**src/logic/mard_pkg.sv**
```systemverilog
package mard_pkg;
	localparam logic [1:0] MARD_SEL_LOW = 2'h0;
	localparam logic [1:0] MARD_SEL_HIGH = 2'h1;
	localparam logic [1:0] MARD_SEL_REMAP = 2'h2;
	localparam logic [31:0] MARD_RESET_VAL = 32'h0;
	localparam logic [1:0] MARD_TYPE_NORMAL = 2'h2;
	localparam logic [3:0] MARD_NIB_ZERO = 4'h0;
	localparam logic [3:0] MARD_NIB_NC = 4'h4;
	localparam logic [1:0] MARD_F_NC = 2'h0;
	localparam logic [1:0] MARD_F_WBWA = 2'h1;
	localparam logic [1:0] MARD_F_WT = 2'h2;
	localparam logic [1:0] MARD_F_WB = 2'h3;

	typedef enum logic [2:0] {
		MARD_MEM_SO = 3'h1,
		MARD_MEM_DEV = 3'h2,
		MARD_MEM_NORMAL = 3'h4
	} mard_mem_t;

	typedef enum logic [1:0] {
		MARD_POL_NC = 2'h0,
		MARD_POL_WT = 2'h1,
		MARD_POL_WB = 2'h2,
		MARD_POL_UNP = 2'h3
	} mard_pol_t;

	typedef struct packed {
		logic wr;
		logic rd;
		logic [1:0] sel;
		logic secure;
		logic pl1;
		logic [31:0] wdata;
	} mard_req_t;

	typedef struct packed {
		mard_mem_t mem;
		logic unpredictable;
		mard_pol_t inner;
		mard_pol_t outer;
		logic inner_ra;
		logic inner_wa;
		logic outer_ra;
		logic outer_wa;
	} mard_attr_t;

	typedef struct packed {
		logic [1:0][31:0] low;
		logic [1:0][31:0] high;
		logic [1:0][31:0] remap;
		logic [31:0] rdata;
		logic ack;
		logic fault;
		logic lock_s1;
		logic lock_s2;
	} mard_state_t;
endpackage

```
**src/logic/mard_top.sv**
```systemverilog
`timescale 1ns/10ps
module mard_top (
	input wire logic clk_in, // core clock
	input wire logic rstn_in, // sync reset, active low
	input wire logic ce_in, // clock enable
	input wire logic secure_config_write_lock_in, // blocks secure copy writes
	input wire logic long_format_in, // long-descriptor format selected
	input wire mard_pkg::mard_req_t req_in, // register move request
	output logic [31:0] rdata_out, // read data
	output logic ack_out, // access completed
	output logic fault_out, // access refused
	input wire logic lookup_secure_in, // lookup uses secure copy
	input wire logic [2:0] descriptor_attribute_index_in, // long-descriptor index
	input wire logic [2:0] type_extension_bits_in, // short-descriptor type extension
	input wire logic c_bit_in, // short-descriptor C bit
	input wire logic b_bit_in, // short-descriptor B bit
	input wire logic [1:0] primary_type_field_in, // type for this index from type map
	output mard_pkg::mard_attr_t attr_out // decoded attributes
);
	mard_pkg::mard_state_t s_q;
	mard_pkg::mard_state_t s_d;

	// ----------------------------------------
	// pin synchronisation
	// ----------------------------------------
	logic lock_sync;
	// the lock pin comes from outside the clock domain
	assign lock_sync = s_q.lock_s2;

	// ----------------------------------------
	// register access
	// ----------------------------------------
	logic bank;
	logic sel_low;
	logic sel_high;
	logic sel_remap;
	logic sel_known;
	logic remap_long;
	logic allowed;
	logic any_req;
	logic lock_blk;
	logic rd_ok;
	logic wr_ok;
	logic wr_low;
	logic wr_high;
	logic wr_remap;
	assign bank = req_in.secure;
	assign any_req = req_in.wr || req_in.rd;
	assign sel_low = req_in.sel == mard_pkg::MARD_SEL_LOW;
	assign sel_high = req_in.sel == mard_pkg::MARD_SEL_HIGH;
	assign sel_remap = req_in.sel == mard_pkg::MARD_SEL_REMAP;
	assign sel_known = sel_low || sel_high || sel_remap;
	assign remap_long = sel_remap && long_format_in;
	assign allowed = req_in.pl1 && sel_known && !remap_long;
	assign lock_blk = req_in.secure && lock_sync;
	assign rd_ok = req_in.rd && allowed;
	// locked secure writes are acknowledged but dropped
	assign wr_ok = req_in.wr && allowed && !lock_blk;
	assign wr_low = wr_ok && sel_low;
	assign wr_high = wr_ok && sel_high;
	assign wr_remap = wr_ok && sel_remap;

	// word of the addressed copy
	function automatic logic [31:0] read_word(input mard_pkg::mard_state_t st,
		input logic [1:0] sel, input logic bk);
		logic [31:0] w;
		case (sel)
			mard_pkg::MARD_SEL_LOW: w = st.low[bk];
			mard_pkg::MARD_SEL_HIGH: w = st.high[bk];
			mard_pkg::MARD_SEL_REMAP: w = st.remap[bk];
			default: w = mard_pkg::MARD_RESET_VAL;
		endcase
		return w;
	endfunction

	// every copy and output register back to its reset value
	function automatic mard_pkg::mard_state_t reset_state();
		mard_pkg::mard_state_t r;
		r.low[0] = mard_pkg::MARD_RESET_VAL;
		r.low[1] = mard_pkg::MARD_RESET_VAL;
		r.high[0] = mard_pkg::MARD_RESET_VAL;
		r.high[1] = mard_pkg::MARD_RESET_VAL;
		r.remap[0] = mard_pkg::MARD_RESET_VAL;
		r.remap[1] = mard_pkg::MARD_RESET_VAL;
		r.rdata = mard_pkg::MARD_RESET_VAL;
		r.ack = 1'b0;
		r.fault = 1'b0;
		r.lock_s1 = 1'b0;
		r.lock_s2 = 1'b0;
		return r;
	endfunction

	always_comb begin
		s_d = s_q;
		s_d.lock_s1 = secure_config_write_lock_in;
		s_d.lock_s2 = s_q.lock_s1;
		s_d.ack = 1'b0;
		s_d.fault = 1'b0;
		if (any_req) begin
			s_d.ack = allowed;
			s_d.fault = !allowed;
		end
		if (rd_ok) begin
			s_d.rdata = read_word(s_q, req_in.sel, bank);
		end
		if (wr_low) begin
			s_d.low[bank] = req_in.wdata;
		end
		if (wr_high) begin
			s_d.high[bank] = req_in.wdata;
		end
		if (wr_remap) begin
			s_d.remap[bank] = req_in.wdata;
		end
	end

	// ----------------------------------------
	// state register
	// ----------------------------------------
	// clock enable low freezes everything, reset included
	always_ff @(posedge clk_in) begin
		if (ce_in) begin
			if (!rstn_in) begin
				s_q <= reset_state();
			end else begin
				s_q <= s_d;
			end
		end
	end

	assign rdata_out = s_q.rdata;
	assign ack_out = s_q.ack;
	assign fault_out = s_q.fault;

	// ----------------------------------------
	// decode helpers
	// ----------------------------------------
	function automatic mard_pkg::mard_attr_t base_attr(input mard_pkg::mard_mem_t mem);
		mard_pkg::mard_attr_t a;
		a.mem = mem;
		a.unpredictable = 1'b0;
		a.inner = mard_pkg::MARD_POL_NC;
		a.outer = mard_pkg::MARD_POL_NC;
		a.inner_ra = 1'b0;
		a.inner_wa = 1'b0;
		a.outer_ra = 1'b0;
		a.outer_wa = 1'b0;
		return a;
	endfunction

	// one nibble of a long-descriptor byte, outer or inner
	function automatic mard_pkg::mard_pol_t nib_pol(input logic [3:0] n);
		mard_pkg::mard_pol_t p;
		case (n)
			4'h0: p = mard_pkg::MARD_POL_UNP;
			4'h1: p = mard_pkg::MARD_POL_WT;
			4'h2: p = mard_pkg::MARD_POL_WT;
			4'h3: p = mard_pkg::MARD_POL_WT;
			4'h4: p = mard_pkg::MARD_POL_NC;
			4'h5: p = mard_pkg::MARD_POL_WB;
			4'h6: p = mard_pkg::MARD_POL_WB;
			4'h7: p = mard_pkg::MARD_POL_WB;
			4'h8: p = mard_pkg::MARD_POL_WT;
			4'h9: p = mard_pkg::MARD_POL_WT;
			4'hA: p = mard_pkg::MARD_POL_WT;
			4'hB: p = mard_pkg::MARD_POL_WT;
			4'hC: p = mard_pkg::MARD_POL_WB;
			4'hD: p = mard_pkg::MARD_POL_WB;
			4'hE: p = mard_pkg::MARD_POL_WB;
			4'hF: p = mard_pkg::MARD_POL_WB;
			default: p = mard_pkg::MARD_POL_UNP;
		endcase
		return p;
	endfunction

	// allocate hints of a nibble; the non-cacheable code carries none
	function automatic logic nib_ra(input logic [3:0] n);
		return (n != mard_pkg::MARD_NIB_NC) && n[1];
	endfunction

	function automatic logic nib_wa(input logic [3:0] n);
		return (n != mard_pkg::MARD_NIB_NC) && n[0];
	endfunction

	function automatic mard_pkg::mard_pol_t fld_pol(input logic [1:0] f);
		mard_pkg::mard_pol_t p;
		case (f)
			mard_pkg::MARD_F_NC: p = mard_pkg::MARD_POL_NC;
			mard_pkg::MARD_F_WBWA: p = mard_pkg::MARD_POL_WB;
			mard_pkg::MARD_F_WT: p = mard_pkg::MARD_POL_WT;
			mard_pkg::MARD_F_WB: p = mard_pkg::MARD_POL_WB;
			default: p = mard_pkg::MARD_POL_NC;
		endcase
		return p;
	endfunction

	// short field hints: read for any cacheable code, write only for 01
	function automatic logic fld_ra(input logic [1:0] f);
		return f != mard_pkg::MARD_F_NC;
	endfunction

	function automatic logic fld_wa(input logic [1:0] f);
		return f == mard_pkg::MARD_F_WBWA;
	endfunction

	// ----------------------------------------
	// per byte long-descriptor decode
	// ----------------------------------------
	logic [31:0] low_sel;
	logic [31:0] high_sel;
	logic [31:0] rmp;
	mard_pkg::mard_attr_t long_attr [8];
	mard_pkg::mard_attr_t short_attr [8];
	assign low_sel = s_q.low[lookup_secure_in];
	assign high_sel = s_q.high[lookup_secure_in];
	assign rmp = s_q.remap[lookup_secure_in];

	// transient encodings decode as plain cacheable policies
	for (genvar m = 0; m < 8; m++) begin : g_byte
		logic [7:0] abyte;
		logic [3:0] up;
		logic [3:0] lo;
		if (m >= 4) begin : g_hi
			assign abyte = high_sel[8 * (m % 4) +: 8];
		end else begin : g_lo
			assign abyte = low_sel[8 * (m % 4) +: 8];
		end
		assign up = abyte[7:4];
		assign lo = abyte[3:0];
		always_comb begin
			long_attr[m] = base_attr(mard_pkg::MARD_MEM_NORMAL);
			if (up == mard_pkg::MARD_NIB_ZERO) begin
				if (lo == mard_pkg::MARD_NIB_ZERO) begin
					long_attr[m].mem = mard_pkg::MARD_MEM_SO;
				end else begin
					long_attr[m].mem = mard_pkg::MARD_MEM_DEV;
					long_attr[m].unpredictable = lo != mard_pkg::MARD_NIB_NC;
				end
			end else begin
				long_attr[m].outer = nib_pol(up);
				long_attr[m].inner = nib_pol(lo);
				long_attr[m].unpredictable = lo == mard_pkg::MARD_NIB_ZERO;
				long_attr[m].outer_ra = nib_ra(up);
				long_attr[m].outer_wa = nib_wa(up);
				long_attr[m].inner_ra = nib_ra(lo);
				long_attr[m].inner_wa = nib_wa(lo);
			end
		end
	end

	// ----------------------------------------
	// per entry short-descriptor decode
	// ----------------------------------------
	for (genvar n = 0; n < 8; n++) begin : g_entry
		logic [1:0] ofld;
		logic [1:0] ifld;
		mard_pkg::mard_pol_t opol;
		mard_pkg::mard_pol_t ipol;
		assign ofld = rmp[2 * n + 16 +: 2];
		assign ifld = rmp[2 * n +: 2];
		assign opol = fld_pol(ofld);
		assign ipol = fld_pol(ifld);
		always_comb begin
			short_attr[n] = base_attr(mard_pkg::MARD_MEM_NORMAL);
			short_attr[n].outer = opol;
			short_attr[n].inner = ipol;
			short_attr[n].outer_ra = fld_ra(ofld);
			short_attr[n].outer_wa = fld_wa(ofld);
			short_attr[n].inner_ra = fld_ra(ifld);
			short_attr[n].inner_wa = fld_wa(ifld);
		end
	end

	// ----------------------------------------
	// lookup output select
	// ----------------------------------------
	logic [2:0] sidx;
	assign sidx = {type_extension_bits_in[0], c_bit_in, b_bit_in};

	always_comb begin
		attr_out = base_attr(mard_pkg::MARD_MEM_SO);
		if (long_format_in) begin
			attr_out = long_attr[descriptor_attribute_index_in];
		end else begin
			case (primary_type_field_in)
				2'h0: begin
					attr_out = base_attr(mard_pkg::MARD_MEM_SO);
				end
				2'h1: begin
					attr_out = base_attr(mard_pkg::MARD_MEM_DEV);
				end
				mard_pkg::MARD_TYPE_NORMAL: begin
					attr_out = short_attr[sidx];
				end
				default: begin
					attr_out = base_attr(mard_pkg::MARD_MEM_SO);
					attr_out.unpredictable = 1'b1;
				end
			endcase
		end
	end
endmodule

```
**config.mk**
```make
export PLATFORM = sky130hd
export DESIGN_NAME = mard_top
export DESIGN_NICKNAME = d
export VERILOG_FILES = /design/src/logic/mard_pkg.sv /design/src/logic/mard_top.sv
export SDC_FILE = /design/constraint.sdc
export NUM_CORES = 1
export LEC_CHECK = 0
export ABC_AREA = 1
export BUFFER_PORTS_ARGS = -buffer_cell sky130_fd_sc_hd__buf_2
export CAP_MARGIN = 20
export CORE_ASPECT_RATIO = 0.8
export CORE_MARGIN = 5
export CORE_UTILIZATION = 45
export DETAILED_ROUTE_END_ITERATION = 8
export PLACE_DENSITY_LB_ADDON = 0.2
export SETUP_SLACK_MARGIN = 0.5
export SYNTH_ARGS = -nofsm -noshare
export SYNTH_HDL_FRONTEND = slang
export SYNTH_SLANG_ARGS = --single-unit
export TNS_END_PERCENT = 20
```
**constraint.sdc**
```tcl
create_clock -name clk_in -period 5.3 [get_ports clk_in]
set_input_delay 1.06 -clock clk_in [delete_from_list [all_inputs] [get_ports clk_in]]
set_output_delay 1.06 -clock clk_in [all_outputs]
set_load 0.005 [all_outputs]
```
==> impl_metrics.yaml, run 1 <==
placed_design:
  place_area_mm2: 0.0153
  dp_slack_ns: 0.998
  io_buffer_count: 97
  gp_congestion: 0.921
  dp_hpwl_um: 30000
clock_network:
  clk_path_buf_depth: 3
  ctsHtreeMaxLevel: 1
  cts_tree: "built"
  post-cts-setup-buffers: 0
  cts.repair.resized: 0
  clockRootBuffer: "clkbuf_16"
  hold_buffers: 0
  cts_made_buffers: 26
  cts_sinks: 228
  clk_latency_ns: 0.55
  clk_pin_slew_ns: 0.06
detailed_routing:
  viasPerCell: 5.56
  highest_layer: "met4"
  first_pass_iters: 6
  wl_per_cell_um: 18.4
  dr.first_iter.drc_count: 1382
  drc: 0
  wl_met1_um: 21300
  wl_um: 45100
  wl_met3_um: 3640
  num_vias: 13600
  wl_met2_um: 19300
  ant_nets: 0
yosys:
  synthCells: 2010
  synth_warnings: 0
  synth_cell_types: 31
  synth-seq-cells: 228
  synth_ff_type: "edfxtp_1"
  synth_edf_count: 228
  avgSynthCellArea_um2: 7.36
  synth_nets: 2067
  seq_area_frac_synth: 0.463
  synthArstFlopShare: 0
  synth_area_mm2: 0.0148
critical_path:
  crit_fanout: 71
  critPathRequiredTime_ns: 4.24
  worst_r2r_path_depth: 4
  critPathArrivalTime_ns: 3.37
  r2r_slack_ns: 3.08
  end_kind: "primary output"
  worstPathCellList: "buf_4 -> inv_2 -> buf_12 -> nand2_1 -> nand2_1 -> inv_1 -> nand2_1 -> nor2_1 -> nor2_1 -> nand3_1 -> nand3_1 -> nand2_1 -> nand2_1 -> nand3_1 -> nand2_1 -> buf_2"
  worstReg2RegStart: "lock_sync$_SDFFCE_PN0P_"
  cpPeakStageDelay_ns: 0.35
  crit_start: "lookup_secure_in"
  cpLargestDelayFamily: "simple AND/OR/NAND/NOR gates"
  crit_path_start_kind: "primary input"
  path_class: "in2out"
  crit_top_cell: "nand2_1"
  worst-path-buf-inv: 5
  reg2reg_to: "s_q[202]$_SDFFCE_PN0P_"
  worst_path_max_delay_cell: "buf_4"
worst_hold_path:
  min_from: "s_d[0]$_SDFFCE_PN0P_"
  hold_end: "lock_sync$_SDFFCE_PN0P_"
  hp-class: "reg2reg"
  whs_path_depth: 2
pwr:
  leakage_nw: 7.04
  pwr_density_cell_mw_per_mm2: 289
  vdd_ir_drop_max_mv: 0.237
cells_and_area:
  final_layout_size_suffix_gt1_frac: 0.0873
  post-route-util: 0.496
  final_area_mm2: 0.0161
  nets: 2057
  area_growth_pct: 8.84
timing:
  worst_pin_slew_ns: 1.09
  tns_ns: 0
  post-route-min-period_ns: 4.43
  hold_viol: 0
  timing.final.ws_setup_ns: 0.875
  final_max_slew_viol_count: 0
  setup_violations: 0
  max_freq_ghz: 0.226
  rsz0062_at_grt: "false"
  whs_ns: 0.522
  fin_crit_sh: 0.835
  relSlewSlack: 0.276
  fin_skew_ns: 0.0230
grt:
  grt_usage: 0.243
  antenna_found_initial: 0
  grt_pass1_vias: 12600
  grt_pass1_wl_um: 70400
  grt_max_degree: 141
  grt_overflow_total: 0
floorplanning:
  pin_count: 100
  core-area_mm2: 0.0325
  std_cell_rows: 59
  start_util: 0.456
  die_w_um: 213
  die_h_um: 172
  dieArea_mm2: 0.0366
run_status:
  outcome: "finished clean"
job:
  drv_cap: 0
-- logic make-up after synthesis --
logic type,after synthesis,synth area share
AO/OA/AOI/OAI,491,0.177
adder cells (fa/ha/maj),3,0.00254
buffers and inverters,358,0.106
flip-flops,228,0.463
AND/OR/NAND/NOR,930,0.252
-- area by class of cell --
class,instances,area [um2]
Clock buffer,34,702
Timing Repair Buffer,120,729
Clock inverter,11,97.6
Inverter,200,758
Sequential cell,228,6850
Tap cell,427,534
Fill cell,3250,16400
Antenna cell,1,2.50
Multi-Input combinational cell,1424,6430
-- layout by cell type, fill, tap and decap left out, drive strengths merged --
cell type	netlist	routed
o21a	3	3
bufinv	0	2
diode	0	1
o21ai	169	169
clkbuf	83	34
nand4	10	10
inv	194	195
o221ai	8	8
ha	3	3
nor3	1	1
edfxtp	228	228
o311ai	2	2
a31oi	1	1
a21oi	267	267
and2	3	3
nand2	699	699
o22ai	5	5
or2	2	2
clkinv	6	14
nor3b	1	1
nand3	139	139
nor2	75	75
o211ai	34	34
buf	75	120
o31ai	2	2
-- Yosys cell counts, types with 6 or more instances --
library cell  count  area (um2)
o21ai_0         123         616
buf_2            17        85.1
buf_1            13        48.8
o221ai_1          8        70.1
inv_1           191         717
a21oi_1         266        1330
buf_6             8        90.1
o21ai_1          42         210
o211ai_1         34         255
clkbuf_1         83         312
nor2_2            6        37.5
buf_4            37         278
clkinv_1          6        22.5
nand2_1         699        2620
nand3_1         139         696
nor2_1           69         259
edfxtp_1        228        6850
nand4_1          10        62.6
-- how the worst max path moves through the flow --
stage                                         to  slack [ns]  depth (start not counted)
after global routing                 attr_out[6]        0.71                         15
after floorplan           s_q[164]$_SDFFCE_PN0P_       -0.03                          7
final                                attr_out[7]        0.87                         16
after detailed placement             attr_out[7]         1.0                         16
after CTS                            attr_out[6]        0.99                         16
after global placement               attr_out[7]        1.03                         16
-- layer usage --
metal  up-vias  global-route usage
met5         -                   0
met4         0              0.0498
met3        59              0.0408
met2       544               0.366
met1      6337               0.371
li1       6654                   -
-- flip-flops by register name, summed over array words and instances (netlist names) --
| name | flops |
|---|---|
| s_q | 192 |
| rdata_out | 32 |
| ack_out | 1 |
| fault_out | 1 |
| lock_sync | 1 |
| s_d | 1 |
-- per-stage QoR --
stage               std cells  power (mW)
floorplan                2010        2.70
global placement         2399        2.92
detailed placement       2399        2.94
CTS                      2444        4.69
global route             2444        4.86
finish                   2445        4.66
-- tightest hold or removal path, cell delays in order, from the launching register on --
cell and delay, ns:
edfxtp_1 0.33, nand2_1 0.05, inv_1 0.04
-- where the power goes --
part	internal, mW	total [mW]	switching [mW]
Combinational	0.218	0.753	0.535
Sequential	2.10	2.16	0.0522
Clock	1.02	1.75	0.732
Total	3.34	4.66	1.32
Power figures use the tool's default switching activity.
==> run 2: changes to the inputs <==
clock period = 4.5 ns   (was 5.3 ns; I/O delays follow)
==> run 2 against run 1 <==
Net effect: critical path depth is 2 lower; core utilization increased by 0.39 points; first-iteration DRC count fell by 2.2%; sequential power is 18% higher; cell count about the same; non-clock buffer count is 3 higher; sequential share of layout area decreased by 0.33 points; clock skew is 0.015 ns lower; total power rose by 20%; worst setup slack got worse by 0.17 ns; sequential cell count stayed put.
==> impl_metrics.yaml, run 2 (synthesized netlist as in run 1, its figures left out) <==
placed_design:
  dp_hpwl_um: 29900
  io_buffer_count: 97
  gp_congestion: 0.931
pwr:
  switchingPower_mw: 1.59
  p_comb_frac: 0.160
  p_sw_frac: 0.284
  leakage_nw: 7.10
  seqPwrFrac: 0.452
  vdd_ir_drop_max_mv: 0.321
  intPower_mw: 4.02
  p_total_mw: 5.61
  p_clk_frac: 0.388
  pwr_density_cell_mw_per_mm2: 346
timing:
  tns_ns: 0
  fin_skew_ns: 0.00790
  fin_crit_sh: 0.843
  rsz0062_at_grt: "true"
  max_freq_ghz: 0.264
  post-route-min-period_ns: 3.79
  final_max_slew_viol_count: 0
  whs_ns: 0.521
  hold_viol: 0
  worst_pin_slew_ns: 1.01
  setup_violations: 0
  relSlewSlack: 0.326
cells_and_area:
  final_common_cell: "nand2_1"
  area_growth_pct: 9.68
  post-route-util: 0.500
  nets: 2060
  fillCellCount: 3232
  n_antenna_cell: 0
  top_register: "s_q"
  final_cell_mix: "nand2_1 (699), a21oi_1 (262), edfxtp_1 (228), inv_1 (189), nand3_1 (139)"
  final_layout_size_suffix_gt1_frac: 0.0916
  largest_register_ff_count: 192
run_status:
  outcome: "finished clean"
grt:
  grt_pass1_wl_um: 69800
  grt_pass1_vias: 12400
  grt_usage: 0.241
  grt_max_degree: 193
  antenna_found_initial: 0
  grt_overflow_total: 0
clock_network:
  ctsHtreeMaxLevel: 1
  cts_tree: "built"
  clk_latency_ns: 0.56
  clockRootBuffer: "clkbuf_16"
  clk_path_buf_depth: 3
  post-cts-setup-buffers: 0
  clk_pin_slew_ns: 0.06
  cts.repair.resized: 0
  cts_sinks: 228
  cts_made_buffers: 26
  hold_buffers: 0
floorplanning:
  std_cell_rows: 59
  pin_count: 100
  core-area_mm2: 0.0325
  start_util: 0.456
  die_h_um: 172
  dieArea_mm2: 0.0366
  die_w_um: 213
detailed_routing:
  wl_um: 45000
  drc: 0
  num_vias: 13500
  first_pass_iters: 5
  viasPerCell: 5.53
  wl_per_cell_um: 18.4
  ant_nets: 0
  dr.first_iter.drc_count: 1352
job:
  drv_cap: 0
critical_path:
  critPathRequiredTime_ns: 3.60
  critPathArrivalTime_ns: 2.89
  crit_fanout: 59
  path_class: "in2out"
  crit_path_start_kind: "primary input"
  worst_r2r_path_depth: 4
  end_kind: "primary output"
worst_hold_path:
  whs_path_depth: 2
  hp-class: "reg2reg"
[run 2: worst paths after layout]
path | from | to | slack, ns
worst min register to register | s_d[0]$_SDFFCE_PN0P_ | lock_sync$_SDFFCE_PN0P_ | 0.52
worst min-delay path | s_d[0]$_SDFFCE_PN0P_ | lock_sync$_SDFFCE_PN0P_ | 0.52
worst max register to register | lock_sync$_SDFFCE_PN0P_ | s_q[199]$_SDFFCE_PN0P_ | 2.41
worst max-delay path | lookup_secure_in | attr_out[4] | 0.71
[run 2: critical path, stage by stage]
cell and delay [ns]:
buf_4 0.12, clkbuf_8 0.36, nand2_1 0.11, nand2_1 0.21, nand2_1 0.10, o21ai_1 0.24
inv_1 0.13, nand2_1 0.11, nand3_1 0.08, o21ai_1 0.10, nand2_1 0.06, nand3_1 0.10
nand2_1 0.10, buf_2 0.14
[run 2: power by group through the flow]
| stage | Clock, mW | Combinational [mW] | Sequential, mW |
|---|---|---|---|
| 6_report | 2.18 | 0.897 | 2.54 |
| 5_1_grt | 2.30 | 1.00 | 2.55 |
| 4_1_cts | 2.21 | 0.892 | 2.53 |
| 3_5_place_dp | 0 | 0.888 | 2.58 |
| 3_3_place_gp | 0 | 0.877 | 2.57 |
| 2_1_floorplan | 0 | 0.612 | 2.57 |
[run 2: metal layers]
| metal | GRT usage | vias up | share of wire |
|---|---|---|---|
| met3 | 0.0397 | 52 | 0.081 |
| met4 | 0.0492 | 0 | 0.016 |
| met5 | 0 | - | 0 |
| li1 | - | 6673 | - |
| met1 | 0.369 | 6302 | 0.47 |
| met2 | 0.364 | 490 | 0.43 |
[run 2: area by class of cell]
cell class                      count  area (um2)  area share
Sequential cell                   228        6850       0.422
Multi-Input combinational cell   1424        6440       0.397
Timing Repair Buffer              123         808      0.0498
Inverter                          200         761      0.0469
Clock buffer                       29         662      0.0408
Tap cell                          427         534      0.0329
Clock inverter                     15         181      0.0112
[run 2: per-stage QoR]
stage	worst slack [ns]	cells	area [um2]
final	0.705	2446	16200
after global placement	0.598	2402	15400
after floorplan	-0.668	2010	14800
after CTS	0.585	2446	16200
after global routing	0.483	2446	16200
after detailed placement	0.584	2402	15400
==> run 3: changes to the inputs <==
ABC_AREA = 0   (was 1)
clock period = 3.27 ns   (was 4.5 ns; I/O delays follow)
==> run 3 against run 2 <==
Net effect: the flow now finishes with violations (setup timing); combinational power rose by 48%; critical path depth fell by 7; global-route usage grew 0.66 points; clock skew about the same.
==> impl_metrics.yaml, run 3 <==
run_status:
  outcome: "finished with violations"
  violations: "setup timing"
floorplanning:
  core-area_mm2: 0.0336
  dieArea_mm2: 0.0379
  die_w_um: 216
  start_util: 0.456
  pin_count: 100
  std_cell_rows: 60
  die_h_um: 175
detailed_routing:
  wl_um: 48200
  viasPerCell: 6.06
  drc: 0
  wl_per_cell_um: 23.3
  ant_nets: 0
  num_vias: 12600
  dr.first_iter.drc_count: 1430
  first_pass_iters: 6
cells_and_area:
  area_growth_pct: 16.8
  top_register: "s_q"
  nets: 1678
  final_common_cell: "edfxtp_1"
  final_area_mm2: 0.0179
  final_layout_size_suffix_gt1_frac: 0.218
  largest_register_ff_count: 192
  final_cell_mix: "edfxtp_1 (228), a21boi_0 (172), nand2_1 (162), buf_4 (121), nand2b_1 (117)"
critical_path:
  crit_start: "s_q[115]$_SDFFCE_PN0P_"
  crit_fanout: 4
  worstSetupEndpoint: "attr_out[8]"
  reg2reg_to: "s_q[177]$_SDFFCE_PN0P_"
  worstPathCellList: "nor4_4 -> buf_4 -> o21ai_4 -> mux2i_2 -> mux4_2 -> a221o_1 -> buf_2"
  r2r_slack_ns: 1.43
  worst-path-buf-inv: 2
  critPathRequiredTime_ns: 2.62
  worstReg2RegStart: "lock_sync$_SDFFCE_PN0P_"
  crit_path_start_kind: "flop"
  critical_path_depth: 7
  path_class: "reg2out"
  cpLargestDelayFamily: "multiplexers"
  end_kind: "primary output"
  worst_path_max_delay_cell: "mux4_2"
  critPathArrivalTime_ns: 2.78
  worst_r2r_path_depth: 5
  cpPeakStageDelay_ns: 0.48
yosys:
  synth_nets: 1570
  yosysTopAreaCell: "edfxtp_1"
  yosys.area_share.simple: 0.175
  synth_top_family_by_area: "compound AO/OA/AOI/OAI gates"
  synthMuxAreaShare: 0.107
  synth_ff_type: "edfxtp_1"
  synth_edf_count: 228
  synthArstFlopShare: 0
  avgSynthCellArea_um2: 10.1
  seq_area_frac_synth: 0.447
  synth_top_area_share: 0.447
  synth_warnings: 0
  synth_cell_types: 69
  synth_fa_ha_area_frac: 0.00245
  synth.top_cells.by_count: "edfxtp_1 (228), a21boi_0 (175), nand2_1 (164), nand2b_1 (117), nor2_1 (107)"
  post-synth-top-count-cell: "edfxtp_1"
  synth-compound-area-share: 0.204
  synthCells: 1513
  synth_xor_xnor_area_share: 0.00400
  synth-seq-cells: 228
  synth_top_cells_by_area: "edfxtp_1 (45%), a21boi_0 (8.6%), mux2i_1 (6.4%)"
  synth_area_mm2: 0.0153
placed_design:
  io_buffer_count: 97
  dp_slack_ns: -0.188
  place_area_mm2: 0.0167
  dp_hpwl_um: 33800
  gp_congestion: 0.955
timing:
  worst_pin_slew_ns: 1.01
  timing.final.ws_setup_ns: -0.163
  fin_crit_sh: 1.05
  hold_viol: 0
  relSlewSlack: 0.326
  setup_violations: 6
  fin_skew_ns: 0.00749
  final_max_slew_viol_count: 0
  post-route-min-period_ns: 3.43
  max_freq_ghz: 0.291
  rsz0062_at_grt: "true"
clock_network:
  cts_tree: "built"
  cts_made_buffers: 26
  clk_path_buf_depth: 3
  cts_sinks: 228
  clockRootBuffer: "clkbuf_16"
  hold_buffers: 0
  clk_pin_slew_ns: 0.06
  clk_latency_ns: 0.55
  ctsHtreeMaxLevel: 1
grt:
  grt_usage: 0.248
  grt_overflow_total: 0
  grt_pass1_wl_um: 73600
  grt_max_degree: 112
  grt_pass1_vias: 11900
  antenna_found_initial: 4
pwr:
  pwr_density_cell_mw_per_mm2: 430
  leakage_nw: 6.63
  vdd_ir_drop_max_mv: 0.328
job:
  drv_cap: 0
worst_hold_path:
  hp-class: "in2reg"
[run 3: cells by family (layout without fill, tap and decap cells)]
| group | count (synthesis) | count (layout) |
|---|---|---|
| and+or+nand+nor | 524 | 524 |
| muxes | 129 | 129 |
| xor gates and xnor gates | 7 | 7 |
| DFF | 228 | 228 |
| AOI/OAI and AO/OA | 432 | 432 |
| adders and majority gates | 3 | 3 |
| buffers and inverters | 190 | 314 |
| other | 0 | 2 |
[run 3: repair_timing]
item,CTS,global route
setup buffers,8,2
pin swaps,8,4
setup endpoints to repair,12,12
gates resized for setup,43,27
cloned,0,0
[run 3: layout make-up]
cell class	instances	area [um2]
multi-input cells	1095	7860
flip-flops and latches	228	6850
repair buffers	235	1740
clock inverters	9	70.1
inverters	35	131
fillers	3040	15700
diodes	2	5.00
clock buffers	35	706
well taps	434	543
[run 3: worst min-delay path by stage]
stage                                            from                 endpoint  slack, ns  cells after the start
after floorplan                  s_d[0]$_SDFFCE_PN0P_  lock_sync$_SDFFCE_PN0P_       0.50                      1
after global placement           s_d[0]$_SDFFCE_PN0P_  lock_sync$_SDFFCE_PN0P_       0.52                      1
after detailed placement         s_d[0]$_SDFFCE_PN0P_  lock_sync$_SDFFCE_PN0P_       0.53                      1
after CTS                 secure_config_write_lock_in     s_d[0]$_SDFFCE_PN0P_       0.37                      2
after global routing      secure_config_write_lock_in     s_d[0]$_SDFFCE_PN0P_       0.38                      2
final                     secure_config_write_lock_in     s_d[0]$_SDFFCE_PN0P_       0.39                      2
[run 3: metal layers]
metal / routed length [um] / track usage / vias up
li1: - / - / 5845
met2: 20400 / 0.359 / 510
met3: 4710 / 0.0580 / 55
met4: 777 / 0.0448 / 4
met1: 22300 / 0.383 / 6146
met5: 33 / 0 / -
[run 3: where the power goes]
part | total, mW | internal, mW | switching (mW) | leakage (nW)
clock network | 2.79 | 1.58 | 1.21 | 0.381
logic | 1.33 | 0.572 | 0.760 | 4.04
registers | 3.58 | 3.41 | 0.166 | 2.21
total | 7.70 | 5.56 | 2.14 | 6.63
[run 3: through the flow]
step	hold WS (ns)	cells	power, mW	util	setup TNS, ns
2_1_floorplan	0.503	1513	4.39	-	-0.164
3_3_place_gp	0.515	2017	4.88	0.497	-1.25
3_5_place_dp	0.526	2017	4.89	0.497	-1.01
4_1_cts	0.371	2069	7.71	0.528	-0.542
5_1_grt	0.384	2072	8.00	0.532	-1.22
6_report	0.388	2073	7.70	0.532	-0.339
